==> config.mk <==
export PLATFORM = sky130hd
export DESIGN_NAME = mqo_top
export DESIGN_NICKNAME = d
export VERILOG_FILES = /design/src/core/mqo_pkg.sv /design/src/core/mqo_axis.sv /design/src/core/mqo_top.sv
export SDC_FILE = /design/constraint.sdc
export NUM_CORES = 1
export LEC_CHECK = 0
export BUFFER_PORTS_ARGS = -buffer_cell sky130_fd_sc_hd__buf_2
export CORE_MARGIN = 2
export CORE_UTILIZATION = 65
export CTS_CLUSTER_SIZE = 25
export DETAILED_ROUTE_END_ITERATION = 6
export GPL_TIMING_DRIVEN = 0
export PLACE_DENSITY_LB_ADDON = 0.05
export REMOVE_ABC_BUFFERS = 1
export SLEW_MARGIN = 20
export SYNTH_ARGS = -nofsm -noshare
export SYNTH_HDL_FRONTEND = slang
export SYNTH_SLANG_ARGS = --single-unit
==> constraint.sdc <==
create_clock -name clock -period 9.5 [get_ports clock]
set_clock_uncertainty 0.1 [all_clocks]
set_input_delay 2.375 -clock clock [delete_from_list [all_inputs] [get_ports clock]]
set_output_delay 2.375 -clock clock [all_outputs]
set_load 0.01 [all_outputs]
==> src/core/mqo_pkg.sv <==
// Package for the motion quadrature output block.
// Holds timing figures, limits and the power sequencing state type.
package mqo_pkg;
   // Clock rate and printed times
   localparam int CLK_HZ = 20_000_000;
   localparam int MIN_STATE_NS = 133_000;
   localparam int PD_ENTER_US = 700;
   localparam int PU_BASE_US = 705;
   localparam int PUPD_FRAMES = 75;
   localparam int PU_FRAMES = 40;
   localparam int PUPD_MAX_MS = 50;
   localparam int PU_MAX_MS = 30;
   // Least state time rounds up to whole cycles
   localparam int MIN_STATE_CYC =
      (MIN_STATE_NS * (CLK_HZ / 1_000_000) + 999) / 1000;
   localparam int PD_ENTER_CYC = PD_ENTER_US * (CLK_HZ / 1_000_000);
   localparam int PU_BASE_CYC = PU_BASE_US * (CLK_HZ / 1_000_000);
   localparam int PUPD_MAX_CYC = PUPD_MAX_MS * (CLK_HZ / 1000);
   localparam int PU_MAX_CYC = PU_MAX_MS * (CLK_HZ / 1000);
   // States per frame at each resolution
   localparam int LO_RES_LIMIT = 5;
   localparam int HI_RES_LIMIT = 10;
   localparam logic [1:0] QUAD_INIT = 2'h0;
   localparam int CNT_W = 24;
   localparam int ACC_W = 16;

   // Power sequencing states, one-hot
   typedef enum logic [3:0] {
      MQO_PWR_WAKE = 4'h1,
      MQO_PWR_RUN = 4'h2,
      MQO_PWR_ENTER = 4'h4,
      MQO_PWR_DOWN = 4'h8
   } mqo_pwr_t;
endpackage : mqo_pkg

==> src/core/mqo_axis.sv <==
// One quadrature axis: pending count, state pacing, phase outputs.
// Assumes a frame pulse, a run enable and a one-cycle load of delta.
`timescale 1ns/1ps
module mqo_axis
   import mqo_pkg::*;
#(
   parameter int DW = 8
) (
   input wire logic clock,
   input wire logic srst,
   input wire logic frame_tick,
   input wire logic run,
   input wire logic hi_res,
   input wire logic load,
   input wire logic signed [DW-1:0] delta,
   output logic phase_a,
   output logic phase_b,
   output logic [ACC_W-1:0] pending_mag
);
   typedef struct packed {
      logic signed [ACC_W-1:0] acc;
      logic [3:0] steps;
      logic [CNT_W-1:0] hold;
      logic [1:0] quad;
   } mqo_axis_st_t;

   mqo_axis_st_t st_reg, st_next;
   logic [3:0] limit;
   logic signed [ACC_W-1:0] acc_in;

   // Refused at elaboration: a delta must fit the signed accumulator
   if (DW > ACC_W - 1) begin : g_bad_dw
      $error("mqo_axis: DW too wide");
   end

   // Limit per frame follows resolution
   assign limit = hi_res ? 4'(HI_RES_LIMIT) : 4'(LO_RES_LIMIT);
   assign acc_in = ACC_W'(delta);

   // Next state; hold and quad freeze when run is low, acc and steps still update
   always_comb begin
      st_next = st_reg;
      if (frame_tick) begin
         st_next.steps = 4'h0;
      end
      if (load) begin
         // Excess from last frame stays in acc
         st_next.acc = st_reg.acc + acc_in;
      end
      if (run) begin
         if (st_reg.hold != '0) begin
            st_next.hold = st_reg.hold - 1'b1;
         end else if (st_reg.acc != '0 && st_next.steps < limit) begin
            st_next.steps = st_next.steps + 1'b1;
            st_next.hold = CNT_W'(MIN_STATE_CYC - 1);
            // Gray step 00-01-11-10 forward, reverse back
            if (st_reg.acc > 0) begin
               st_next.quad = {st_reg.quad[0], ~st_reg.quad[1]};
               st_next.acc = st_next.acc - 1'b1;
            end else begin
               st_next.quad = {~st_reg.quad[0], st_reg.quad[1]};
               st_next.acc = st_next.acc + 1'b1;
            end
         end
      end else begin
         // Frozen: hold counter stalls so state stretches by PD time
         st_next.hold = st_reg.hold;
         st_next.quad = st_reg.quad;
      end
   end

   // Register; reset enters state 0
   always_ff @(posedge clock) begin
      if (srst) begin
         st_reg <= '{acc: '0, steps: 4'h0, hold: '0, quad: QUAD_INIT};
      end else begin
         st_reg <= st_next;
      end
   end

   assign phase_a = st_reg.quad[1];
   assign phase_b = st_reg.quad[0];
   assign pending_mag = st_reg.acc[ACC_W-1] ? ACC_W'(-st_reg.acc)
                                            : ACC_W'(st_reg.acc);
endmodule : mqo_axis

==> src/core/mqo_top.sv <==
// Top of the motion quadrature output block: power sequencing,
// frame timing and two axis engines.
// Assumes motion deltas arrive as a one-cycle strobe once per frame
// and the power-down pin is synchronous to clock.
`timescale 1ns/1ps
// Notes on behaviour
// - Low resolution gives up to five states per frame
// - Each state held at least 133 us
// - High resolution allows up to ten states per frame
// - Excess motion carries into next frame
// - Pending output continues after power-down release
// - Interrupted state stretched by power-down time
// - Machine frozen while power-down held
// - Resume from frozen state, no reset
// - Reset starts machine in state zero
// - Enter power-down about 700 us after rise
// - Valid outputs 705 us plus 75 frames
// - Valid outputs 705 us plus 40 frames
// - X drives horizontal pair, Y vertical pair
module mqo_top
   import mqo_pkg::*;
#(
   parameter int DW = 8,
   parameter int FRAME_CYC = 13333,
   parameter int PD_ENTER_CYCLES = PD_ENTER_CYC,
   parameter int PU_BASE_CYCLES = PU_BASE_CYC
) (
   input wire logic clock,
   input wire logic srst,
   input wire logic power_down_pin,
   input wire logic hi_res,
   input wire logic motion_valid,
   input wire logic signed [DW-1:0] delta_x,
   input wire logic signed [DW-1:0] delta_y,
   output logic horiz_phase_a,
   output logic horiz_phase_b,
   output logic vert_phase_a,
   output logic vert_phase_b,
   output logic outputs_valid,
   output logic powered_down,
   output logic frame_tick
);
   typedef struct packed {
      mqo_pwr_t pwr;
      logic [CNT_W-1:0] frame_cnt;
      logic [CNT_W-1:0] wait_cnt;
      logic [7:0] frames_left;
      logic valid;
   } mqo_top_st_t;

   mqo_top_st_t st_reg, st_next;
   logic run;
   logic tick;
   localparam int N_AXES = 2;
   logic signed [DW-1:0] delta_ax [N_AXES];
   logic [N_AXES-1:0] pha_ax;
   logic [N_AXES-1:0] phb_ax;

   // Frame must pace five states; at high resolution a short frame
   // fits fewer than ten and the rest simply carries over
   if (FRAME_CYC < MIN_STATE_CYC * LO_RES_LIMIT) begin : g_bad_frame
      $error("mqo_top: frame too short for state limit");
   end
   if (FRAME_CYC >= 2 ** CNT_W || PU_BASE_CYCLES >= 2 ** CNT_W
       || PD_ENTER_CYCLES >= 2 ** CNT_W) begin : g_bad_width
      $error("mqo_top: count exceeds counter width");
   end
   if (PD_ENTER_CYCLES < 1) begin : g_bad_enter
      $error("mqo_top: power-down entry needs at least one cycle");
   end

   // Frame divider runs free, one-cycle enable each frame
   assign tick = (st_reg.frame_cnt == CNT_W'(FRAME_CYC - 1));

   // Axes halt as soon as the pin is high; pacing waits with them
   assign run = ~power_down_pin;

   // Power sequencing and validity
   always_comb begin
      st_next = st_reg;
      st_next.frame_cnt = tick ? '0 : st_reg.frame_cnt + 1'b1;
      case (st_reg.pwr)
         MQO_PWR_WAKE: begin
            if (power_down_pin) begin
               st_next.pwr = MQO_PWR_ENTER;
               st_next.wait_cnt = '0;
            end else if (st_reg.wait_cnt < CNT_W'(PU_BASE_CYCLES)) begin
               st_next.wait_cnt = st_reg.wait_cnt + 1'b1;
            end else if (st_reg.frames_left == 8'h0) begin
               st_next.valid = 1'b1;
               st_next.pwr = MQO_PWR_RUN;
            end else if (tick) begin
               st_next.frames_left = st_reg.frames_left - 1'b1;
            end
         end
         MQO_PWR_RUN: begin
            if (power_down_pin) begin
               st_next.pwr = MQO_PWR_ENTER;
               st_next.wait_cnt = '0;
            end
         end
         MQO_PWR_ENTER: begin
            if (!power_down_pin) begin
               // Short pulse: outputs stayed valid, machine resumes
               st_next.pwr = st_reg.valid ? MQO_PWR_RUN : MQO_PWR_WAKE;
            end else if (st_reg.wait_cnt == CNT_W'(PD_ENTER_CYCLES - 1)) begin
               st_next.pwr = MQO_PWR_DOWN;
               st_next.valid = 1'b0;
            end else begin
               st_next.wait_cnt = st_reg.wait_cnt + 1'b1;
            end
         end
         MQO_PWR_DOWN: begin
            if (!power_down_pin) begin
               st_next.pwr = MQO_PWR_WAKE;
               st_next.wait_cnt = '0;
               st_next.frames_left = 8'(PUPD_FRAMES);
            end
         end
         default: st_next.pwr = MQO_PWR_WAKE;
      endcase
   end

   // Register; power-up reset takes the supply-on wake path
   always_ff @(posedge clock) begin
      if (srst) begin
         st_reg <= '{pwr: MQO_PWR_WAKE, frame_cnt: '0, wait_cnt: '0,
                     frames_left: 8'(PU_FRAMES), valid: 1'b0};
      end else begin
         st_reg <= st_next;
      end
   end

   assign outputs_valid = st_reg.valid;
   assign powered_down = (st_reg.pwr == MQO_PWR_DOWN);
   assign frame_tick = tick;

   // Index 0 is the horizontal pair, index 1 the vertical pair
   assign delta_ax[0] = delta_x;
   assign delta_ax[1] = delta_y;
   assign horiz_phase_a = pha_ax[0];
   assign horiz_phase_b = phb_ax[0];
   assign vert_phase_a = pha_ax[1];
   assign vert_phase_b = phb_ax[1];

   // One engine per axis; counts never cross between axes
   for (genvar i = 0; i < N_AXES; i++) begin : g_axis
      mqo_axis #(.DW(DW)) u_axis (
         .clock(clock),
         .srst(srst),
         .frame_tick(tick),
         .run(run),
         .hi_res(hi_res),
         .load(motion_valid),
         .delta(delta_ax[i]),
         .phase_a(pha_ax[i]),
         .phase_b(phb_ax[i]),
         .pending_mag()
      );
   end
endmodule : mqo_top

[After elaboration in Yosys (flattened, before gate mapping)]
Index checks and enable logic that the tools add are counted.
Word-level totals
  bits in latches: 0
  bits in writable memories: 0
  input port bits: 21
  output and inout bits: 7
  flip-flop bits (word level): 153
  bits in read-only memories: 0
  memories: 0
Operators by class
  reduce and logical (&&, ||, !) cells: 21
  multiply operators: 0
  add/sub/neg operators: 13
  div/mod/pow operators: 0
  shifts and indexed selects: 0
  mux-type cells: 42
  equality and inequality tests: 20
  $lt $le $gt $ge: 5
  bitwise operators: 7
Operators by type and width (count)
  24-bit two-way mux: 7
  24-bit case mux with 4 select lines: 1
  46-bit two-way mux: 2
  20-bit two-way mux: 4
  16-bit two-way mux: 4
  24-bit by 1-bit adder with 24-bit output (second input constant): 2
  24-bit by 14-bit == test with 1-bit output (second input constant): 2
  24-bit nonzero test: 2
  24-bit by 1-bit subtractor with 24-bit output (second input constant): 2
  4-bit two-way mux: 10
  16-bit by 1-bit adder with 16-bit output (second input constant): 2
  16-bit by 8-bit adder with 16-bit output: 2
  16-bit by 1-bit greater-than comparator with 1-bit output (second input constant): 2
  32-bit two-way mux: 1
  16-bit nonzero test: 2
  16-bit by 1-bit subtractor with 16-bit output (second input constant): 2
  24-bit by 14-bit < comparator with 1-bit output (second input constant): 1
  2-bit != test (second input constant): 10
  9-bit two-way mux: 2
  6-bit AND reduction: 3
  8-bit two-way mux: 2
  4-bit case mux with 4 select lines: 1
  8-bit case mux with 2 select lines: 1
  3-bit != test (second input constant): 4
  other kinds (19): 37

[Longest topological paths before layout]
  depth in word-level cells: 7
  depth in mapped cells: 18

[By module]
Synthesis repeated with hierarchy kept, for this count alone.
Second synthesis, totals
  cells, all modules: 1407
  area, all modules: 11395.9 um^2
Modules (own cells, without submodules)
  mqo_axis at g_axis[0].u_axis: area each 4120.2 um^2, times used 1, cells an instance 513
  mqo_axis at g_axis[1].u_axis: area each 3946.3 um^2, times used 1, cells an instance 479
  mqo_top: area each 3329.4 um^2, times used 1, cells an instance 415

[Worst setup path before layout]
OpenSTA, ideal clock, no wires.
  path type: input to register
  from: input delta_y[0]
  to: register g_axis[1].u_axis.st_reg[45] (netlist bit)
  data arrival time: 6.152 ns
  setup slack: 3.127 ns
  buffers on the path: 0
  cell stages on the path: 17
  data required time: 9.279 ns
  cell sequence: ha_1 fa_1 a211oi_1 o21bai_1 a21oi_1 o21bai_1 a21oi_1 xnor2_1 mux2_2 ha_1 a21o_1 a211o_1 a221oi_1 o21a_1 o211ai_1 and3_1 mux2_2
Between the ends
  longest elaborated chain between the ends: 7
  elaborated cells on any way between the ends: 8
  those cells by class: add/sub: 3; mux: 5
RTL lines
  from (decl): RTL line mqo_top.sv:34  | input wire logic signed [DW-1:0] delta_y,
  16-bit by 8-bit adder with 16-bit output *: RTL line mqo_axis.sv:48  | st_next.acc = st_reg.acc + acc_in;
  16-bit two-way mux *: RTL line mqo_axis.sv:46  | if (load) begin
  16-bit by 1-bit adder with 16-bit output or 16-bit by 1-bit subtractor with 16-bit output (tied branches): RTL line mqo_axis.sv:62, mqo_axis.sv:59
  16-bit two-way mux: RTL line mqo_axis.sv:57  | if (st_reg.acc > 0) begin
  46-bit two-way mux: RTL line mqo_axis.sv:53  | end else if (st_reg.acc != '0 && st_next.steps < limit) begin
  20-bit two-way mux: RTL line mqo_axis.sv:51  | if (st_reg.hold != '0) begin
  20-bit two-way mux *: RTL line mqo_axis.sv:50  | if (run) begin
  to (signal assigned): RTL line mqo_axis.sv:75  | st_reg <= '{acc: '0, steps: 4'h0, hold: '0, quad: QUAD_INIT};
  to (signal assigned): RTL line mqo_axis.sv:77  | st_reg <= st_next;
  to (decl): RTL line mqo_axis.sv:27  | mqo_axis_st_t st_reg, st_next;
Mark *: on every way between the ends. The rest lies on a longest branch, timed or not. The select of a mux whose other input is x is not followed.
A chain may end at the register's enable or synchronous reset.

[Worst setup path after layout]
Same ends and word-level chain as after synthesis.

==> results.py <==
metrics = {
    "run_status": {
        "status": "finished, final reports clean",
    },
    "critical_path": {
        "crit_fanout": 6,
        "worst-path-buf-inv": 1,
        "reg2reg_slack_ns": 4.72,
        "crit_chain": "buf_2, ha_1, fa_1, a211oi_1, o21bai_1, a21oi_1, o21bai_1, a21oi_1, xnor2_1, mux2_2, ha_1, a21o_1, a211o_1, a221oi_1, o21a_1, o211ai_1, and3_1, mux2_2",
        "critical_path_class": "in2reg",
        "cp_slowest_cell": "a21oi_1",
        "crit_family": "compound AO/OA/AOI/OAI gates",
        "crit_arrival_ns": 6.71,
        "startpoint_type": "input pin",
        "cp.required_ns": 9.71,
        "crit_path_end_kind": "flip-flop",
        "cp_slowest_stage_delay_ns": 0.45,
    },
    "cells_and_area": {
        "largest_reg_flops": 88,
        "drive_gt1_share_pct": 8.62,
        "multi_input_area_um2": 6730,
        "fin_cells": 1441,
        "final-seq-area_um2": 3060,
        "area_delta_synth_final_pct": 9.06,
        "fin_nets": 1344,
        "fillers": 1256,
        "diodes": 0,
    },
    "placed_design": {
        "place.gp.congestion": 0.819,
        "dp_hpwl_um": 14500,
        "dp.cells": 1409,
        "pre_cts_slack_ns": 2.61,
        "port_buffers": 27,
    },
    "clock_tree": {
        "clk_latency_ns": 0.43,
        "path_clk_slew_ns": 0.06,
        "cts.sinks": 153,
        "h-tree-depth": 4,
        "cts-root-buf": "clkbuf_16",
        "cts_tree": "built",
        "ctsHoldBuffers": 0,
        "cts_resized": 0,
        "clockBufferDepth": 2,
        "cts_inserted_buffers": 17,
        "postCtsSetupBuffers": 0,
    },
    "sta": {
        "fmax_mhz": 154,
        "grt_setup_unrepaired": "no",
        "setup_viol": 0,
        "worst_pin_slew_ns": 0.922,
        "layout_setup_ws_ns": 3.00,
        "period_needed_ns": 6.50,
        "maxSlewHeadroom_pct": 38.5,
        "finalHoldViolCount": 0,
        "setup_tns_ns": 0,
        "slew_viol_final": 0,
        "period_share_pct": 68.4,
    },
    "drt": {
        "drc": 0,
        "dr.pass1.iters": 6,
        "drt_iter0_markers": 400,
        "post_drt_wl_per_cell_um": 14.2,
        "ant_nets": 0,
        "via_per_inst": 5.89,
        "routed_wl_um": 20500,
        "vias": 8490,
    },
    "floorplan": {
        "coreArea_um2": 15200,
        "start_util_pct": 66.4,
        "dieArea_um2": 16500,
        "die_width_um": 129,
        "io_pins": 28,
        "dieHeight_um": 129,
        "rows": 45,
    },
    "synthesis": {
        "yosys.area.top_type": "dfxtp_1",
        "synthArstFlopShare_pct": 0,
        "synth_enable_flop_cells": 0,
        "avgSynthCellArea_um2": 8.18,
        "synth_top_area_share_pct": 30.4,
        "syn_inst": 1233,
        "synth_warnings": 0,
        "synth_ff_type": "dfxtp_1",
        "synth_seq_cells": 153,
        "ys_seq_area_share_pct": 30.4,
        "synth_area_um2": 10100,
        "synth_most_common_cell": "nor2_1",
        "ys_types": 66,
        "synthTopCellsByCount": "nor2_1 (157), dfxtp_1 (153), nand2_1 (96)",
        "synthTopCellsByArea": "dfxtp_1 (30%), ha_1 (9.8%), xor2_1 (7.9%)",
    },
    "global_routing": {
        "grt_overflow": 0,
        "grt_pass1_vias": 7797,
        "track_usage_pct": 25.6,
        "antenna_found_initial": 0,
        "grt_max_degree": 66,
        "grt_pass1_wl_um": 35100,
    },
    "power_and_ir_drop": {
        "power_uw": 4040,
        "ir_drop_mv": 0.144,
        "power_density_nw_per_um2": 367,
        "power_leakage_uw": 0.00449,
    },
    "run": {
        "drv_cap": 0,
    },
    "min_path": {
        "hold_path.class": "reg2reg",
    },
}
-- placed cells by master, fill, tap and decap left out, drive strengths merged, types with 5 or more instances in the layout --
| cell type | n |
|---|---|
| xnor2 | 42 |
| xor2 | 91 |
| and3 | 17 |
| ha | 79 |
| o31ai | 7 |
| buf | 33 |
| nor4 | 20 |
| mux2i | 8 |
| nand3b | 8 |
| nor2 | 157 |
| a31oi | 15 |
| a21o | 13 |
| nand4b | 13 |
| o211ai | 10 |
| nand2 | 96 |
| inv | 45 |
| o21ai | 53 |
| o22ai | 5 |
| nand3 | 40 |
| a211oi | 32 |
| and4 | 6 |
| o21a | 5 |
| nor3b | 6 |
| o2111ai | 5 |
| o21bai | 8 |
| nand4 | 27 |
| nor4b | 5 |
| nor3 | 37 |
| a21oi | 64 |
| dfxtp | 153 |
| mux2 | 20 |
| nand2b | 15 |
| or4 | 7 |
| a311oi | 5 |
| clkbuf | 22 |
| nor2b | 21 |
| or3 | 17 |
-- routing by layer --
metal / GRT usage [%] / share of wire, % / up-vias
met2: 42.8 / 47 / 104
met5: 0 / 0 / -
met4: 6.27 / 0.97 / 0
li1: - / - / 4439
met1: 34.5 / 50 / 3929
met3: 4.70 / 2.8 / 18
-- logic make-up after synthesis --
family	Yosys count	share of synthesized area, %
mux	28	3.03
buf+inv	88	3.39
compound gates	240	15.3
flops	153	30.4
fa+ha+maj	83	10.6
xor+xnor	133	11.5
simple gates	508	25.8
-- where the power goes --
group	switching [uW]	internal (uW)	leakage, uW
Sequential	142	801	0.00125
Clock	266	435	0.000293
Combinational	1350	1050	0.00295
-- path summary, 6_finish.rpt --
kind	from	end	depth (start not counted)
min reg2reg	st_reg[10]$_SDFFE_PP0P_	st_reg[10]$_SDFFE_PP0P_	2
max reg2reg	g_axis[1].u_axis.st_reg[30]$_SDFF_PP0_	g_axis[1].u_axis.st_reg[45]$_SDFF_PP0_	17
max	delta_y[0]	g_axis[1].u_axis.st_reg[45]$_SDFF_PP0_	18
min	st_reg[10]$_SDFFE_PP0P_	st_reg[10]$_SDFFE_PP0P_	2
-- worst reg2reg max path: stages (launching register included) --
cell	delay [ns]
dfxtp_1	0.33
ha_1	0.22
fa_1	0.43
a211oi_1	0.29
o21bai_1	0.12
a21oi_1	0.45
o21bai_1	0.13
a21oi_1	0.21
xnor2_1	0.08
mux2_2	0.29
ha_1	0.36
a21o_1	0.19
a211o_1	0.28
a221oi_1	0.43
o21a_1	0.24
o211ai_1	0.10
and3_1	0.17
mux2_2	0.25
-- per-stage QoR --
| step | cell area (um2) | hold slack [ns] | util [%] |
|---|---|---|---|
| 2_1_floorplan | 9910 | 0.332 | - |
| 3_3_place_gp | 10300 | 0.357 | 67.6 |
| 3_5_place_dp | 10400 | 0.363 | 68.3 |
| 4_1_cts | 11000 | 0.372 | 72.3 |
| 5_1_grt | 11000 | 0.405 | 72.4 |
| 6_report | 11000 | 0.371 | 72.4 |
-- area by class of cell --
cell class	instances	area share [%]
multi-input cells	992	61.2
flip-flops and latches	153	27.8
clock buffers	22	4.31
well taps	188	2.14
repair buffers	33	1.80
inverters	43	1.47
clock inverters	10	1.27
Note: power is estimated with default switching activity, not from simulation.
